## config.mk

```make
export PLATFORM = sky130hd
export DESIGN_NAME = pbc_regs
export DESIGN_NICKNAME = d
export VERILOG_FILES = /design/src/pbc_pkg.sv /design/src/pbc_regs.sv
export VERILOG_INCLUDE_DIRS = /design/src
export SDC_FILE = /design/constraint.sdc
export NUM_CORES = 2
export LEC_CHECK = 0
export BUFFER_PORTS_ARGS = -buffer_cell sky130_fd_sc_hd__buf_2
export CORE_UTILIZATION = 50
export CTS_BUF_LIST = sky130_fd_sc_hd__clkbuf_4
export DETAILED_ROUTE_END_ITERATION = 16
export GPL_ROUTABILITY_DRIVEN = 0
export MAX_ROUTING_LAYER = met4
export PLACE_DENSITY = 0.65
export REMOVE_ABC_BUFFERS = 1
export SLEW_MARGIN = 10
export SYNTH_ARGS = -nofsm -noshare
export SYNTH_HDL_FRONTEND = slang
export SYNTH_SLANG_ARGS = --single-unit
```

## constraint.sdc

```tcl
create_clock -name ref_clk -period 6.3 [get_ports ref_clk]
set_clock_uncertainty 0.15 [all_clocks]
set_input_delay 0 -clock ref_clk [delete_from_list [all_inputs] [get_ports ref_clk]]
set_output_delay 0 -clock ref_clk [all_outputs]
set_load 0.03 [all_outputs]
```

## src/pbc_defs.svh

```systemverilog
// register indices, field positions and reset values of the phase b calibration bank
// ============================================================================
`ifndef PBC_DEFS_SVH
`define PBC_DEFS_SVH

// ============================================================================
// register indices (byte address is four times the index)
`define PBC_IDX_GAIN1      10'h022
`define PBC_IDX_GAIN2      10'h023
`define PBC_IDX_GAIN3      10'h024
`define PBC_IDX_GAIN4      10'h025
`define PBC_IDX_PHCAL0     10'h026
`define PBC_IDX_PHCAL1     10'h027
`define PBC_IDX_PHCAL2     10'h028
`define PBC_IDX_PHCAL3     10'h029
`define PBC_IDX_PHCAL4     10'h02A
`define PBC_IDX_VGAIN      10'h02B
`define PBC_IDX_IRMSOS     10'h02C
`define PBC_IDX_VRMSOS     10'h02D
`define PBC_IDX_PGAIN      10'h02E
`define PBC_IDX_WATTOS     10'h02F
`define PBC_IDX_GAIN0      10'h0F0
`define PBC_IDX_GAIN5      10'h0F1
`define PBC_IDX_CONFIG     10'h0F2
`define PBC_IDX_STATUS     10'h0F3
`define PBC_IDX_LTHR0      10'h0F8
`define PBC_IDX_HTHR0      10'h100

// ============================================================================
// storage slots of the register array
`define PBC_SLOT_GAIN1     5'h00
`define PBC_SLOT_PHCAL0    5'h04
`define PBC_SLOT_VGAIN     5'h09
`define PBC_SLOT_IRMSOS    5'h0A
`define PBC_SLOT_VRMSOS    5'h0B
`define PBC_SLOT_PGAIN     5'h0C
`define PBC_SLOT_WATTOS    5'h0D
`define PBC_SLOT_GAIN0     5'h0E
`define PBC_SLOT_GAIN5     5'h0F
`define PBC_SLOT_LTHR0     5'h10
`define PBC_SLOT_HTHR0     5'h15
`define PBC_SLOT_CONFIG    5'h1A
`define PBC_SLOT_STATUS    5'h1B
`define PBC_NUM_RW         27
`define PBC_NUM_THR        5

// ============================================================================
// fields, reset values, bus answers
`define PBC_CFG_MULTIPOINT_COMP_ENABLE_BIT   0
`define PBC_RESET_VALUE    32'h0000_0000
`define PBC_BAND_MAX       3'h5
`define PBC_PH_MAX         3'h4
`define PBC_RESP_OKAY      2'h0
`define PBC_RESP_SLVERR    2'h2

`endif

```

## src/pbc_pkg.sv

```systemverilog
// types shared by the phase b calibration bank
package pbc_pkg;

    // ========================================================================
    // current band, 0 = lowest amplitude
    typedef logic [2:0] pbc_band_t;

    // decoded register address
    typedef struct packed {
        logic       valid;
        logic       rdonly;
        logic [4:0] slot;
    } pbc_slot_s;

    // calibration values handed to the datapath
    typedef struct packed {
        logic        mp_gain_on;
        logic [31:0] mp_gain;
        logic [31:0] phase_corr;
        logic [31:0] volt_gain;
        logic [31:0] irms_os;
        logic [31:0] vrms_os;
        logic [31:0] power_gain;
        logic [31:0] watt_os;
        pbc_band_t   band;
    } pbc_cal_s;

endpackage

```

## src/pbc_regs.sv

```systemverilog
// phase b calibration register bank with axi4-lite slave and band selection
`timescale 1ns/1ps
`include "pbc_defs.svh"

module pbc_regs
    import pbc_pkg::*;
(
    // clock and reset
    input  wire logic        ref_clk,
    input  wire logic        srst,
    // axi4-lite write address and data
    input  wire logic [11:0] s_axi_awaddr,
    input  wire logic        s_axi_awvalid,
    output logic             s_axi_awready,
    input  wire logic [31:0] s_axi_wdata,
    input  wire logic [3:0]  s_axi_wstrb,
    input  wire logic        s_axi_wvalid,
    output logic             s_axi_wready,
    // axi4-lite write response
    output logic [1:0]       s_axi_bresp,
    output logic             s_axi_bvalid,
    input  wire logic        s_axi_bready,
    // axi4-lite read
    input  wire logic [11:0] s_axi_araddr,
    input  wire logic        s_axi_arvalid,
    output logic             s_axi_arready,
    output logic [31:0]      s_axi_rdata,
    output logic [1:0]       s_axi_rresp,
    output logic             s_axi_rvalid,
    input  wire logic        s_axi_rready,
    // measured amplitude and calibration outputs
    input  wire logic [31:0] phase_b_current_rms,
    output pbc_cal_s         cal
);

    // ========================================================================
    // address decode, shared by the write and read paths
    function automatic pbc_slot_s decode(input logic [9:0] idx);
        pbc_slot_s s;
        s = '0;
        if (idx >= `PBC_IDX_GAIN1 && idx <= `PBC_IDX_WATTOS)
        begin
            s.valid = 1'b1;
            s.slot  = 5'(idx - `PBC_IDX_GAIN1);
        end
        else if (idx >= `PBC_IDX_LTHR0 && idx < `PBC_IDX_LTHR0 + 10'(`PBC_NUM_THR))
        begin
            s.valid = 1'b1;
            s.slot  = `PBC_SLOT_LTHR0 + 5'(idx - `PBC_IDX_LTHR0);
        end
        else if (idx >= `PBC_IDX_HTHR0 && idx < `PBC_IDX_HTHR0 + 10'(`PBC_NUM_THR))
        begin
            s.valid = 1'b1;
            s.slot  = `PBC_SLOT_HTHR0 + 5'(idx - `PBC_IDX_HTHR0);
        end
        else
        begin
            case (idx)
                `PBC_IDX_GAIN0:  begin s.valid = 1'b1; s.slot = `PBC_SLOT_GAIN0;  end
                `PBC_IDX_GAIN5:  begin s.valid = 1'b1; s.slot = `PBC_SLOT_GAIN5;  end
                `PBC_IDX_CONFIG: begin s.valid = 1'b1; s.slot = `PBC_SLOT_CONFIG; end
                `PBC_IDX_STATUS:
                begin
                    s.valid  = 1'b1;
                    s.rdonly = 1'b1;
                    s.slot   = `PBC_SLOT_STATUS;
                end
                default: s = '0;
            endcase
        end
        return s;
    endfunction

    // merge write data under the byte strobes
    function automatic logic [31:0] merge(input logic [31:0] old, input logic [31:0] data,
                                          input logic [3:0] strb);
        logic [31:0] m;
        m = old;
        for (int b = 0; b < 4; b++)
        begin
            if (strb[b])
                m[8*b +: 8] = data[8*b +: 8];
        end
        return m;
    endfunction

    // ========================================================================
    // storage
    logic [31:0] regs [0:`PBC_NUM_RW-1];
    logic        aw_held;
    logic        w_held;
    logic [9:0]  aw_idx;
    logic [31:0] w_data;
    logic [3:0]  w_strb;
    pbc_band_t   band;
    pbc_slot_s   wslot;
    pbc_slot_s   rslot;
    logic        do_write;
    logic        multipoint_comp_enable;

    assign multipoint_comp_enable     = regs[`PBC_SLOT_CONFIG][`PBC_CFG_MULTIPOINT_COMP_ENABLE_BIT];
    assign wslot    = decode(aw_idx);
    assign rslot    = decode(s_axi_araddr[11:2]);
    // write goes ahead only once both halves are in and no response is pending
    assign do_write = aw_held && w_held && !s_axi_bvalid;

    // handshake outputs are combinational, one transfer in flight per direction
    assign s_axi_awready = !aw_held && !s_axi_bvalid;
    assign s_axi_wready  = !w_held && !s_axi_bvalid;
    assign s_axi_arready = !s_axi_rvalid;

    // ========================================================================
    // write address and data capture, either order
    always_ff @(posedge ref_clk)
    begin
        if (srst)
        begin
            aw_held <= 1'b0;
            w_held  <= 1'b0;
            aw_idx  <= '0;
            w_data  <= '0;
            w_strb  <= '0;
        end
        else
        begin
            if (s_axi_awvalid && s_axi_awready)
            begin
                aw_held <= 1'b1;
                aw_idx  <= s_axi_awaddr[11:2];
            end
            else if (do_write)
                aw_held <= 1'b0;
            if (s_axi_wvalid && s_axi_wready)
            begin
                w_held <= 1'b1;
                w_data <= s_axi_wdata;
                w_strb <= s_axi_wstrb;
            end
            else if (do_write)
                w_held <= 1'b0;
        end
    end

    // write response; unmapped or read-only targets answer slverr
    always_ff @(posedge ref_clk)
    begin
        if (srst)
        begin
            s_axi_bvalid <= 1'b0;
            s_axi_bresp  <= `PBC_RESP_OKAY;
        end
        else if (do_write)
        begin
            s_axi_bvalid <= 1'b1;
            s_axi_bresp  <= (wslot.valid && !wslot.rdonly) ? `PBC_RESP_OKAY
                                                           : `PBC_RESP_SLVERR;
        end
        else if (s_axi_bready)
            s_axi_bvalid <= 1'b0;
    end

    // ========================================================================
    // register array, every slot resets to zero
    generate
        for (genvar i = 0; i < `PBC_NUM_RW; i++)
        begin : g_reg
            always_ff @(posedge ref_clk)
            begin
                if (srst)
                    regs[i] <= `PBC_RESET_VALUE;
                else if (do_write && wslot.valid && !wslot.rdonly && wslot.slot == 5'(i))
                    regs[i] <= merge(regs[i], w_data, w_strb);
            end
        end
    endgenerate

    // ========================================================================
    // read channel; data captured at the address handshake
    always_ff @(posedge ref_clk)
    begin
        if (srst)
        begin
            s_axi_rvalid <= 1'b0;
            s_axi_rdata  <= '0;
            s_axi_rresp  <= `PBC_RESP_OKAY;
        end
        else if (s_axi_arvalid && s_axi_arready)
        begin
            s_axi_rvalid <= 1'b1;
            s_axi_rresp  <= rslot.valid ? `PBC_RESP_OKAY : `PBC_RESP_SLVERR;
            if (!rslot.valid)
                s_axi_rdata <= '0;
            else if (rslot.rdonly)
                s_axi_rdata <= {28'h0, multipoint_comp_enable, band}; // live band and enable
            else
                s_axi_rdata <= regs[rslot.slot];
        end
        else if (s_axi_rready)
            s_axi_rvalid <= 1'b0;
    end

    // ========================================================================
    // amplitude band with hysteresis: step up past the high threshold,
    // step down below the low one; one step per cycle keeps it from skipping
    always_ff @(posedge ref_clk)
    begin
        if (srst || !multipoint_comp_enable)
            band <= '0;
        else if (band < `PBC_BAND_MAX
                 && phase_b_current_rms > regs[`PBC_SLOT_HTHR0 + 5'(band)])
            band <= band + 3'h1;
        else if (band != '0
                 && phase_b_current_rms < regs[`PBC_SLOT_LTHR0 + 5'(band) - 5'h1])
            band <= band - 3'h1;
    end

    // ========================================================================
    // factor selection by band
    logic [31:0] next_gain;
    logic [31:0] next_phase;
    pbc_band_t   ph_band;

    // only five phase factors; the top band shares the fifth
    assign ph_band = (band > `PBC_PH_MAX) ? `PBC_PH_MAX : band;

    always_comb
    begin
        case (band)
            3'h0:    next_gain = regs[`PBC_SLOT_GAIN0];
            3'h5:    next_gain = regs[`PBC_SLOT_GAIN5];
            default: next_gain = regs[`PBC_SLOT_GAIN1 + 5'(band) - 5'h1];
        endcase
        if (multipoint_comp_enable)
            next_phase = regs[`PBC_SLOT_PHCAL0 + 5'(ph_band)];
        else
            next_phase = regs[`PBC_SLOT_PHCAL0];
    end

    // calibration outputs registered, one cycle behind the registers
    always_ff @(posedge ref_clk)
    begin
        if (srst)
            cal <= '0;
        else
        begin
            cal.mp_gain_on <= multipoint_comp_enable;
            cal.mp_gain    <= multipoint_comp_enable ? next_gain : '0;
            cal.phase_corr <= next_phase;
            cal.volt_gain  <= regs[`PBC_SLOT_VGAIN];
            cal.irms_os    <= regs[`PBC_SLOT_IRMSOS];
            cal.vrms_os    <= regs[`PBC_SLOT_VRMSOS];
            cal.power_gain <= regs[`PBC_SLOT_PGAIN];
            cal.watt_os    <= regs[`PBC_SLOT_WATTOS];
            cal.band       <= band;
        end
    end

    // ========================================================================
    // checks
    chk_gain_pick: assert property (@(posedge ref_clk) disable iff (srst)
        multipoint_comp_enable |=> cal.mp_gain_on && cal.mp_gain == $past(next_gain) && cal.band == $past(band))
        else $error("multipoint gain factor not taken from current band");

    chk_gain_off: assert property (@(posedge ref_clk) disable iff (srst)
        !multipoint_comp_enable |=> !cal.mp_gain_on && cal.mp_gain == 32'h0000_0000)
        else $error("multipoint gain applied while disabled");

    chk_phase_zero: assert property (@(posedge ref_clk) disable iff (srst)
        !multipoint_comp_enable |=> cal.phase_corr == $past(regs[`PBC_SLOT_PHCAL0]))
        else $error("phase factor other than zero used while disabled");

    chk_phase_pick: assert property (@(posedge ref_clk) disable iff (srst)
        multipoint_comp_enable |=> cal.phase_corr == $past(regs[`PBC_SLOT_PHCAL0 + 5'(ph_band)]))
        else $error("phase factor not taken from current band");

    chk_band_step: assert property (@(posedge ref_clk) disable iff (srst)
        multipoint_comp_enable && $past(multipoint_comp_enable) && band != $past(band) |->
            band == $past(band) + 3'h1 || band == $past(band) - 3'h1)
        else $error("band moved more than one step");

    chk_volt_gain: assert property (@(posedge ref_clk) disable iff (srst)
        ##1 cal.volt_gain == $past(regs[`PBC_SLOT_VGAIN]))
        else $error("voltage gain output stale");

    chk_rms_offsets: assert property (@(posedge ref_clk) disable iff (srst)
        ##1 cal.irms_os == $past(regs[`PBC_SLOT_IRMSOS])
            && cal.vrms_os == $past(regs[`PBC_SLOT_VRMSOS]))
        else $error("rms offset outputs stale");

    chk_power_path: assert property (@(posedge ref_clk) disable iff (srst)
        ##1 cal.power_gain == $past(regs[`PBC_SLOT_PGAIN])
            && cal.watt_os == $past(regs[`PBC_SLOT_WATTOS]))
        else $error("power gain or watt offset output stale");

    chk_bresp_hold: assert property (@(posedge ref_clk) disable iff (srst)
        s_axi_bvalid && !s_axi_bready |=> s_axi_bvalid && $stable(s_axi_bresp))
        else $error("write response dropped before accepted");

    // band walk: cleared while disabled, one step each way when a threshold is crossed
    chk_band_clear: assert property (@(posedge ref_clk) disable iff (srst)
        !multipoint_comp_enable |=> band == 3'h0)
        else $error("band kept while multipoint disabled");

    chk_band_rise: assert property (@(posedge ref_clk) disable iff (srst)
        multipoint_comp_enable && band < `PBC_BAND_MAX
            && phase_b_current_rms > regs[`PBC_SLOT_HTHR0 + 5'(band)]
        |=> band == $past(band) + 3'h1)
        else $error("band did not step up past the high threshold");

    chk_band_fall: assert property (@(posedge ref_clk) disable iff (srst)
        multipoint_comp_enable && band != 3'h0
            && !(band < `PBC_BAND_MAX
                 && phase_b_current_rms > regs[`PBC_SLOT_HTHR0 + 5'(band)])
            && phase_b_current_rms < regs[`PBC_SLOT_LTHR0 + 5'(band) - 5'h1]
        |=> band == $past(band) - 3'h1)
        else $error("band did not step down below the low threshold");

    // bus side: answers, stored words and refused targets
    chk_read_answer: assert property (@(posedge ref_clk) disable iff (srst)
        s_axi_arvalid && s_axi_arready |=> s_axi_rvalid)
        else $error("read answer missing one cycle after the address");

    chk_write_lands: assert property (@(posedge ref_clk) disable iff (srst)
        do_write && wslot.valid && !wslot.rdonly && w_strb == 4'hF
        |=> regs[$past(wslot.slot)] == $past(w_data))
        else $error("full word write did not reach its register");

    chk_slverr_write: assert property (@(posedge ref_clk) disable iff (srst)
        do_write && !(wslot.valid && !wslot.rdonly)
        |=> s_axi_bvalid && s_axi_bresp == `PBC_RESP_SLVERR)
        else $error("write to unmapped or read-only target not refused");

    chk_status_word: assert property (@(posedge ref_clk) disable iff (srst)
        s_axi_arvalid && s_axi_arready && rslot.valid && rslot.rdonly
        |=> s_axi_rdata == {28'h0, $past(multipoint_comp_enable), $past(band)})
        else $error("status word does not show enable and band");

    cov_top_band: cover property (@(posedge ref_clk) disable iff (srst)
        multipoint_comp_enable && band == `PBC_BAND_MAX);
    cov_band_down: cover property (@(posedge ref_clk) disable iff (srst)
        multipoint_comp_enable && band == 3'h2 ##1 band == 3'h1);
    cov_write_then_read: cover property (@(posedge ref_clk) disable iff (srst)
        s_axi_bvalid && s_axi_bready ##[1:4] s_axi_rvalid);
    cov_unmapped: cover property (@(posedge ref_clk) disable iff (srst)
        s_axi_rvalid && s_axi_rresp == `PBC_RESP_SLVERR);
    cov_mp_off_top: cover property (@(posedge ref_clk) disable iff (srst)
        multipoint_comp_enable && band == `PBC_BAND_MAX ##1 !multipoint_comp_enable);

endmodule // pbc_regs

```

==> run_results.csv <==
group,metric,value,unit
status,result_of_the_run,"finished, final reports clean",
layout,finish.utilization,0.5906,
floorplanning,die_h,358.0,um
routing,detailedRoute.firstPassIterationCount,6,
power,power.share.sequential,0.401,
synthesis,yosys_most_used_dff,"sky130_fd_sc_hd__edfxtp_1",
floorplanning,floorplan.die_area,128200,um2
cts,clockBufferDepth,4,
power,peak_supply_drop,0.2953,mV
synthesis,syn_area,63380,um2
synthesis,synth_cells,5672,
setup_path,critPathMaxFanout,38,
synthesis,post_synth_xor_xnor_area,0.0005528,
cts,clock_tree_from_tritoncts,"yes",
routing,post_route_ant_nets,0,
synthesis,synth_simple_gate_area_frac,0.1825,
sta,slew_viol_final,0,
synthesis,postSynthAreaPerCell,11.17,um2
floorplanning,floorplan.core_area,125700,um2
power,combPwrFrac,0.282,
layout,area.growth.synth_to_final,17.16,%
synthesis,yosys_warnings,0,
synthesis,muxShareOfSynthArea,0.1696,
sta,hold_ws,0.1089,ns
power,share_clk_of_total_power,0.316,
setup_path,critPathRequiredTime,7.40,ns
cts,path_clk_slew,0.07,ns
routing,drc,0,
sta,slew_headroom,0.1157,
synthesis,postSynthRegisterBits,1179,
floorplanning,start_util,0.5041,
synthesis,synth.yosys.seq_area_share,0.5089,
sta,setup_viol,0,
sta,post-route-period-util,0.9723,
global_route,grt_max_degree,101,
power,power.internal,14760,uW
cts,insertion_delay,1.38,ns
cts,clock_sink_count,1179,
setup_path,endpoint_kind,"register",
global_route,number_of_global_route_vias_before_repair,50144,
power,cellPowerDensity,297.8,nW/um2
place,detailedPlacementHpwl,154.0,mm
job,timing.max_cap.violations,0,
global_route,antenna_found_initial,12,
routing,totalWireLength,231.4,mm
routing,num_vias,52297,
sta,finalWorstSetupSlack,0.1748,ns
layout,finalNetCount,6539,
floorplanning,io-pin-count,368,
synthesis,ys_async_sr_fraction,0,
routing,post_drt_wl_per_cell,28.01,um
layout,layout-drive-gt1-share,0.2302,
synthesis,synth_top_family_by_area,"simple AND/OR/NAND/NOR gates",
setup_path,rrSetupSlack,0.17,ns
sta,period_needed,6.125,ns
cts,cts-root-buf,"sky130_fd_sc_hd__clkbuf_4",
synthesis,synth_edf_count,864,
global_route,global_route.overflow_total,0,
setup_path,cp_data_arrival_time,7.22,ns
floorplanning,core.rowCount,130,
power,total_leakage_power,0.02828,uW
setup_path,worst-setup-path-type,"register to register",
sta,rsz0062_at_grt,"no",
global_route,grt_usage,0.3661,
cts,cts-htree-levels,5,
power,sw_frac_of_total,0.3324,
synthesis,synth_fa_ha_area_frac,0.01749,
synthesis,yosys.cell_types.count,84,
global_route,grt_first_pass_wirelength,330.0,mm
cts,tritoncts.num_buffers,327,
setup_path,critPathLaunchType,"register",
setup_path,cpPeakStageDelay,0.61,ns
layout,filler_cell_count,10374,
setup_path,critPathSlowestCell,"sky130_fd_sc_hd__dlygate4sd3_1",
routing,post_drt_via_cell_ratio,6.332,
worst_hold_path,min-delay-path-class,"primary input to register",
place,port-buffer-count,361,
setup_path,critical_path_cell_by_cell,"clkinv_1, ha_4, buf_12, buf_12, buf_4, mux4_2, mux2i_1, a211oi_1, a31oi_1, ha_1, nand4_1, dlygate4sd3_1, nor4_1, buf_4, o2111ai_1, a21bo_2, dlygate4sd3_1, xnor2_1, nor2_1",
place,place_ws,0.8665,ns
sta,worst-slew-pin-transition,1.323,ns
power,switchingPower,7349,uW
sta,final-hold-violation-count,0,
floorplanning,floorplan.die.width,358.0,um
sta,max_clock_freq,163.3,MHz
synthesis,post_synthesis_compound_gate_area_fraction,0.08797,
routing,count_of_routing_violations_after_the_opening_detailed_route_iteration,7130,
-- placed cells by master, fill, tap and decap left out, types with 29 or more instances in the layout --
cell type	synthesis	routed
sky130_fd_sc_hd__nand3_1	135	134
sky130_fd_sc_hd__a211oi_1	59	59
sky130_fd_sc_hd__mux4_2	373	373
sky130_fd_sc_hd__nor2_1	502	484
sky130_fd_sc_hd__nand2_1	862	854
sky130_fd_sc_hd__o21ai_1	4	35
sky130_fd_sc_hd__a31oi_1	40	40
sky130_fd_sc_hd__ha_1	87	84
sky130_fd_sc_hd__nor3_1	38	37
sky130_fd_sc_hd__mux2i_1	231	230
sky130_fd_sc_hd__clkinv_1	3	53
sky130_fd_sc_hd__a221oi_1	35	35
sky130_fd_sc_hd__buf_2	48	360
sky130_fd_sc_hd__edfxtp_1	864	864
sky130_fd_sc_hd__or4_1	29	29
sky130_fd_sc_hd__nor2b_1	166	166
sky130_fd_sc_hd__a21oi_1	223	221
sky130_fd_sc_hd__o21ai_0	195	161
sky130_fd_sc_hd__buf_4	10	175
sky130_fd_sc_hd__a311oi_1	34	34
sky130_fd_sc_hd__a21o_1	60	60
sky130_fd_sc_hd__clkbuf_4	0	496
sky130_fd_sc_hd__and3_1	104	104
sky130_fd_sc_hd__dlygate4sd3_1	0	286
sky130_fd_sc_hd__dfxtp_1	315	313
sky130_fd_sc_hd__o22ai_1	32	32
sky130_fd_sc_hd__a22oi_1	37	37
sky130_fd_sc_hd__and2_1	517	515
sky130_fd_sc_hd__o211ai_1	38	38
-- logic make-up (layout without fill, tap and decap cells) --
kind of cell | after synthesis | in the layout
AO/OA/AOI/OAI | 858 | 858
XOR/XNOR | 4 | 4
adder cells (fa/ha/maj) | 88 | 88
buffers and inverters | 520 | 1436
flip-flops | 1179 | 1179
multiplexers | 607 | 607
other | 1 | 22
AND/OR/NAND/NOR | 2415 | 2415
-- worst max-delay path: cells and delay by family (launching register included) --
kind / cells / cell delay, ns
muxes: 2 / 0.32
DFF: 1 / 0.57
adders and majority gates: 2 / 0.95
buffers and inverters: 7 / 2.53
and+or+nand+nor: 3 / 0.53
AOI/OAI and AO/OA: 4 / 0.73
xor gates and xnor gates: 1 / 0.14
-- metrics by stage --
stage / instance area [um2] / power [uW] / instances / TNS (ns)
CTS: 74110 / 21920 / 8235 / 0
floorplan: 61400 / 13600 / 5182 / -1146.22
global placement: 67180 / 14740 / 7382 / 0
detailed placement: 67180 / 14800 / 7382 / 0
finish: 74250 / 22110 / 8259 / 0
global route: 74240 / 22930 / 8253 / 0
-- state kept, by name, summed over array words and instances (netlist names) --
| register | flops |
|---|---|
| s_axi_rresp | 1 |
| aw_idx | 10 |
| regs | 864 |
| s_axi_rdata | 32 |
| aw_held | 1 |
| s_axi_bresp | 1 |
| s_axi_bvalid | 1 |
| s_axi_rvalid | 1 |
| band | 3 |
| cal | 228 |
| w_strb | 4 |
| w_data | 32 |
| w_held | 1 |
-- final cells by class --
| type | count | area, um2 | share of cell area |
|---|---|---|---|
| Inverter | 29 | 111.4 | 0.001500 |
| Timing Repair Buffer | 841 | 6369 | 0.08577 |
| Tap cell | 1650 | 2064 | 0.02780 |
| Clock buffer | 496 | 3724 | 0.05015 |
| Antenna cell | 20 | 50.05 | 0.0006740 |
| Clock inverter | 70 | 326.6 | 0.004398 |
| Multi-Input combinational cell | 3974 | 29350 | 0.3953 |
| Sequential cell | 1179 | 32260 | 0.4344 |
-- worst paths after layout --
| path | startpoint | endpoint | depth (start not counted) |
|---|---|---|---|
| worst max-delay path | band[1] | band[0] | 19 |
| worst min-delay path | s_axi_araddr[7] | s_axi_rdata[15] | 10 |
| worst max register to register | band[1] | band[0] | 19 |
| worst min register to register | regs[9][22] | cal[153] | 1 |
-- power groups by stage --
stage / registers [uW] / logic, uW / clock network (uW)
4_1_cts: 8870 / 6010 / 7050
5_1_grt: 8890 / 6560 / 7470
3_5_place_dp: 9030 / 5770 / 0
6_report: 8870 / 6240 / 7000
2_1_floorplan: 9200 / 4390 / 0
3_3_place_gp: 9020 / 5720 / 0
-- per-layer routing --
layer	vias up	share of wire	track usage
li1	22354	-	-
met1	25500	0.36	0.4530
met2	3796	0.45	0.5411
met3	647	0.13	0.1097
met4	0	0.056	0.1927
met5	-	0	-
-- synthesized netlist by cell type (28+ instances only) --
cell type,n,share of area
sky130_fd_sc_hd__o211ai_1,38,0.0045
sky130_fd_sc_hd__buf_1,57,0.0034
sky130_fd_sc_hd__a22oi_1,37,0.0044
sky130_fd_sc_hd__mux2i_1,231,0.036
sky130_fd_sc_hd__clkbuf_1,371,0.022
sky130_fd_sc_hd__a32o_1,28,0.0044
sky130_fd_sc_hd__a211oi_1,59,0.0070
sky130_fd_sc_hd__and3_1,104,0.010
sky130_fd_sc_hd__a31oi_1,40,0.0039
sky130_fd_sc_hd__buf_2,48,0.0038
sky130_fd_sc_hd__nand2_1,862,0.051
sky130_fd_sc_hd__a311oi_1,34,0.0047
sky130_fd_sc_hd__a221oi_1,35,0.0048
sky130_fd_sc_hd__o21ai_0,195,0.015
sky130_fd_sc_hd__nand3_1,135,0.011
sky130_fd_sc_hd__nor2b_1,166,0.016
sky130_fd_sc_hd__edfxtp_1,864,0.41
sky130_fd_sc_hd__o22ai_1,32,0.0032
sky130_fd_sc_hd__mux4_2,373,0.13
sky130_fd_sc_hd__a21oi_1,223,0.018
sky130_fd_sc_hd__dfxtp_1,315,0.10
sky130_fd_sc_hd__nor2_1,502,0.030
sky130_fd_sc_hd__ha_1,87,0.017
sky130_fd_sc_hd__or4_1,29,0.0034
sky130_fd_sc_hd__a21o_1,60,0.0071
sky130_fd_sc_hd__a22o_1,28,0.0039
sky130_fd_sc_hd__and2_1,517,0.051
sky130_fd_sc_hd__nor3_1,38,0.0030
-- timing repair --
item                                    in CTS  in global routing
endpoints found under the hold margin      544                  0
buffers inserted                             0                  3
hold buffers                               287                  0
endpoints found under the setup margin       0                  3
gates resized for setup                      0                  2
(Power assumes the default switching activity.)
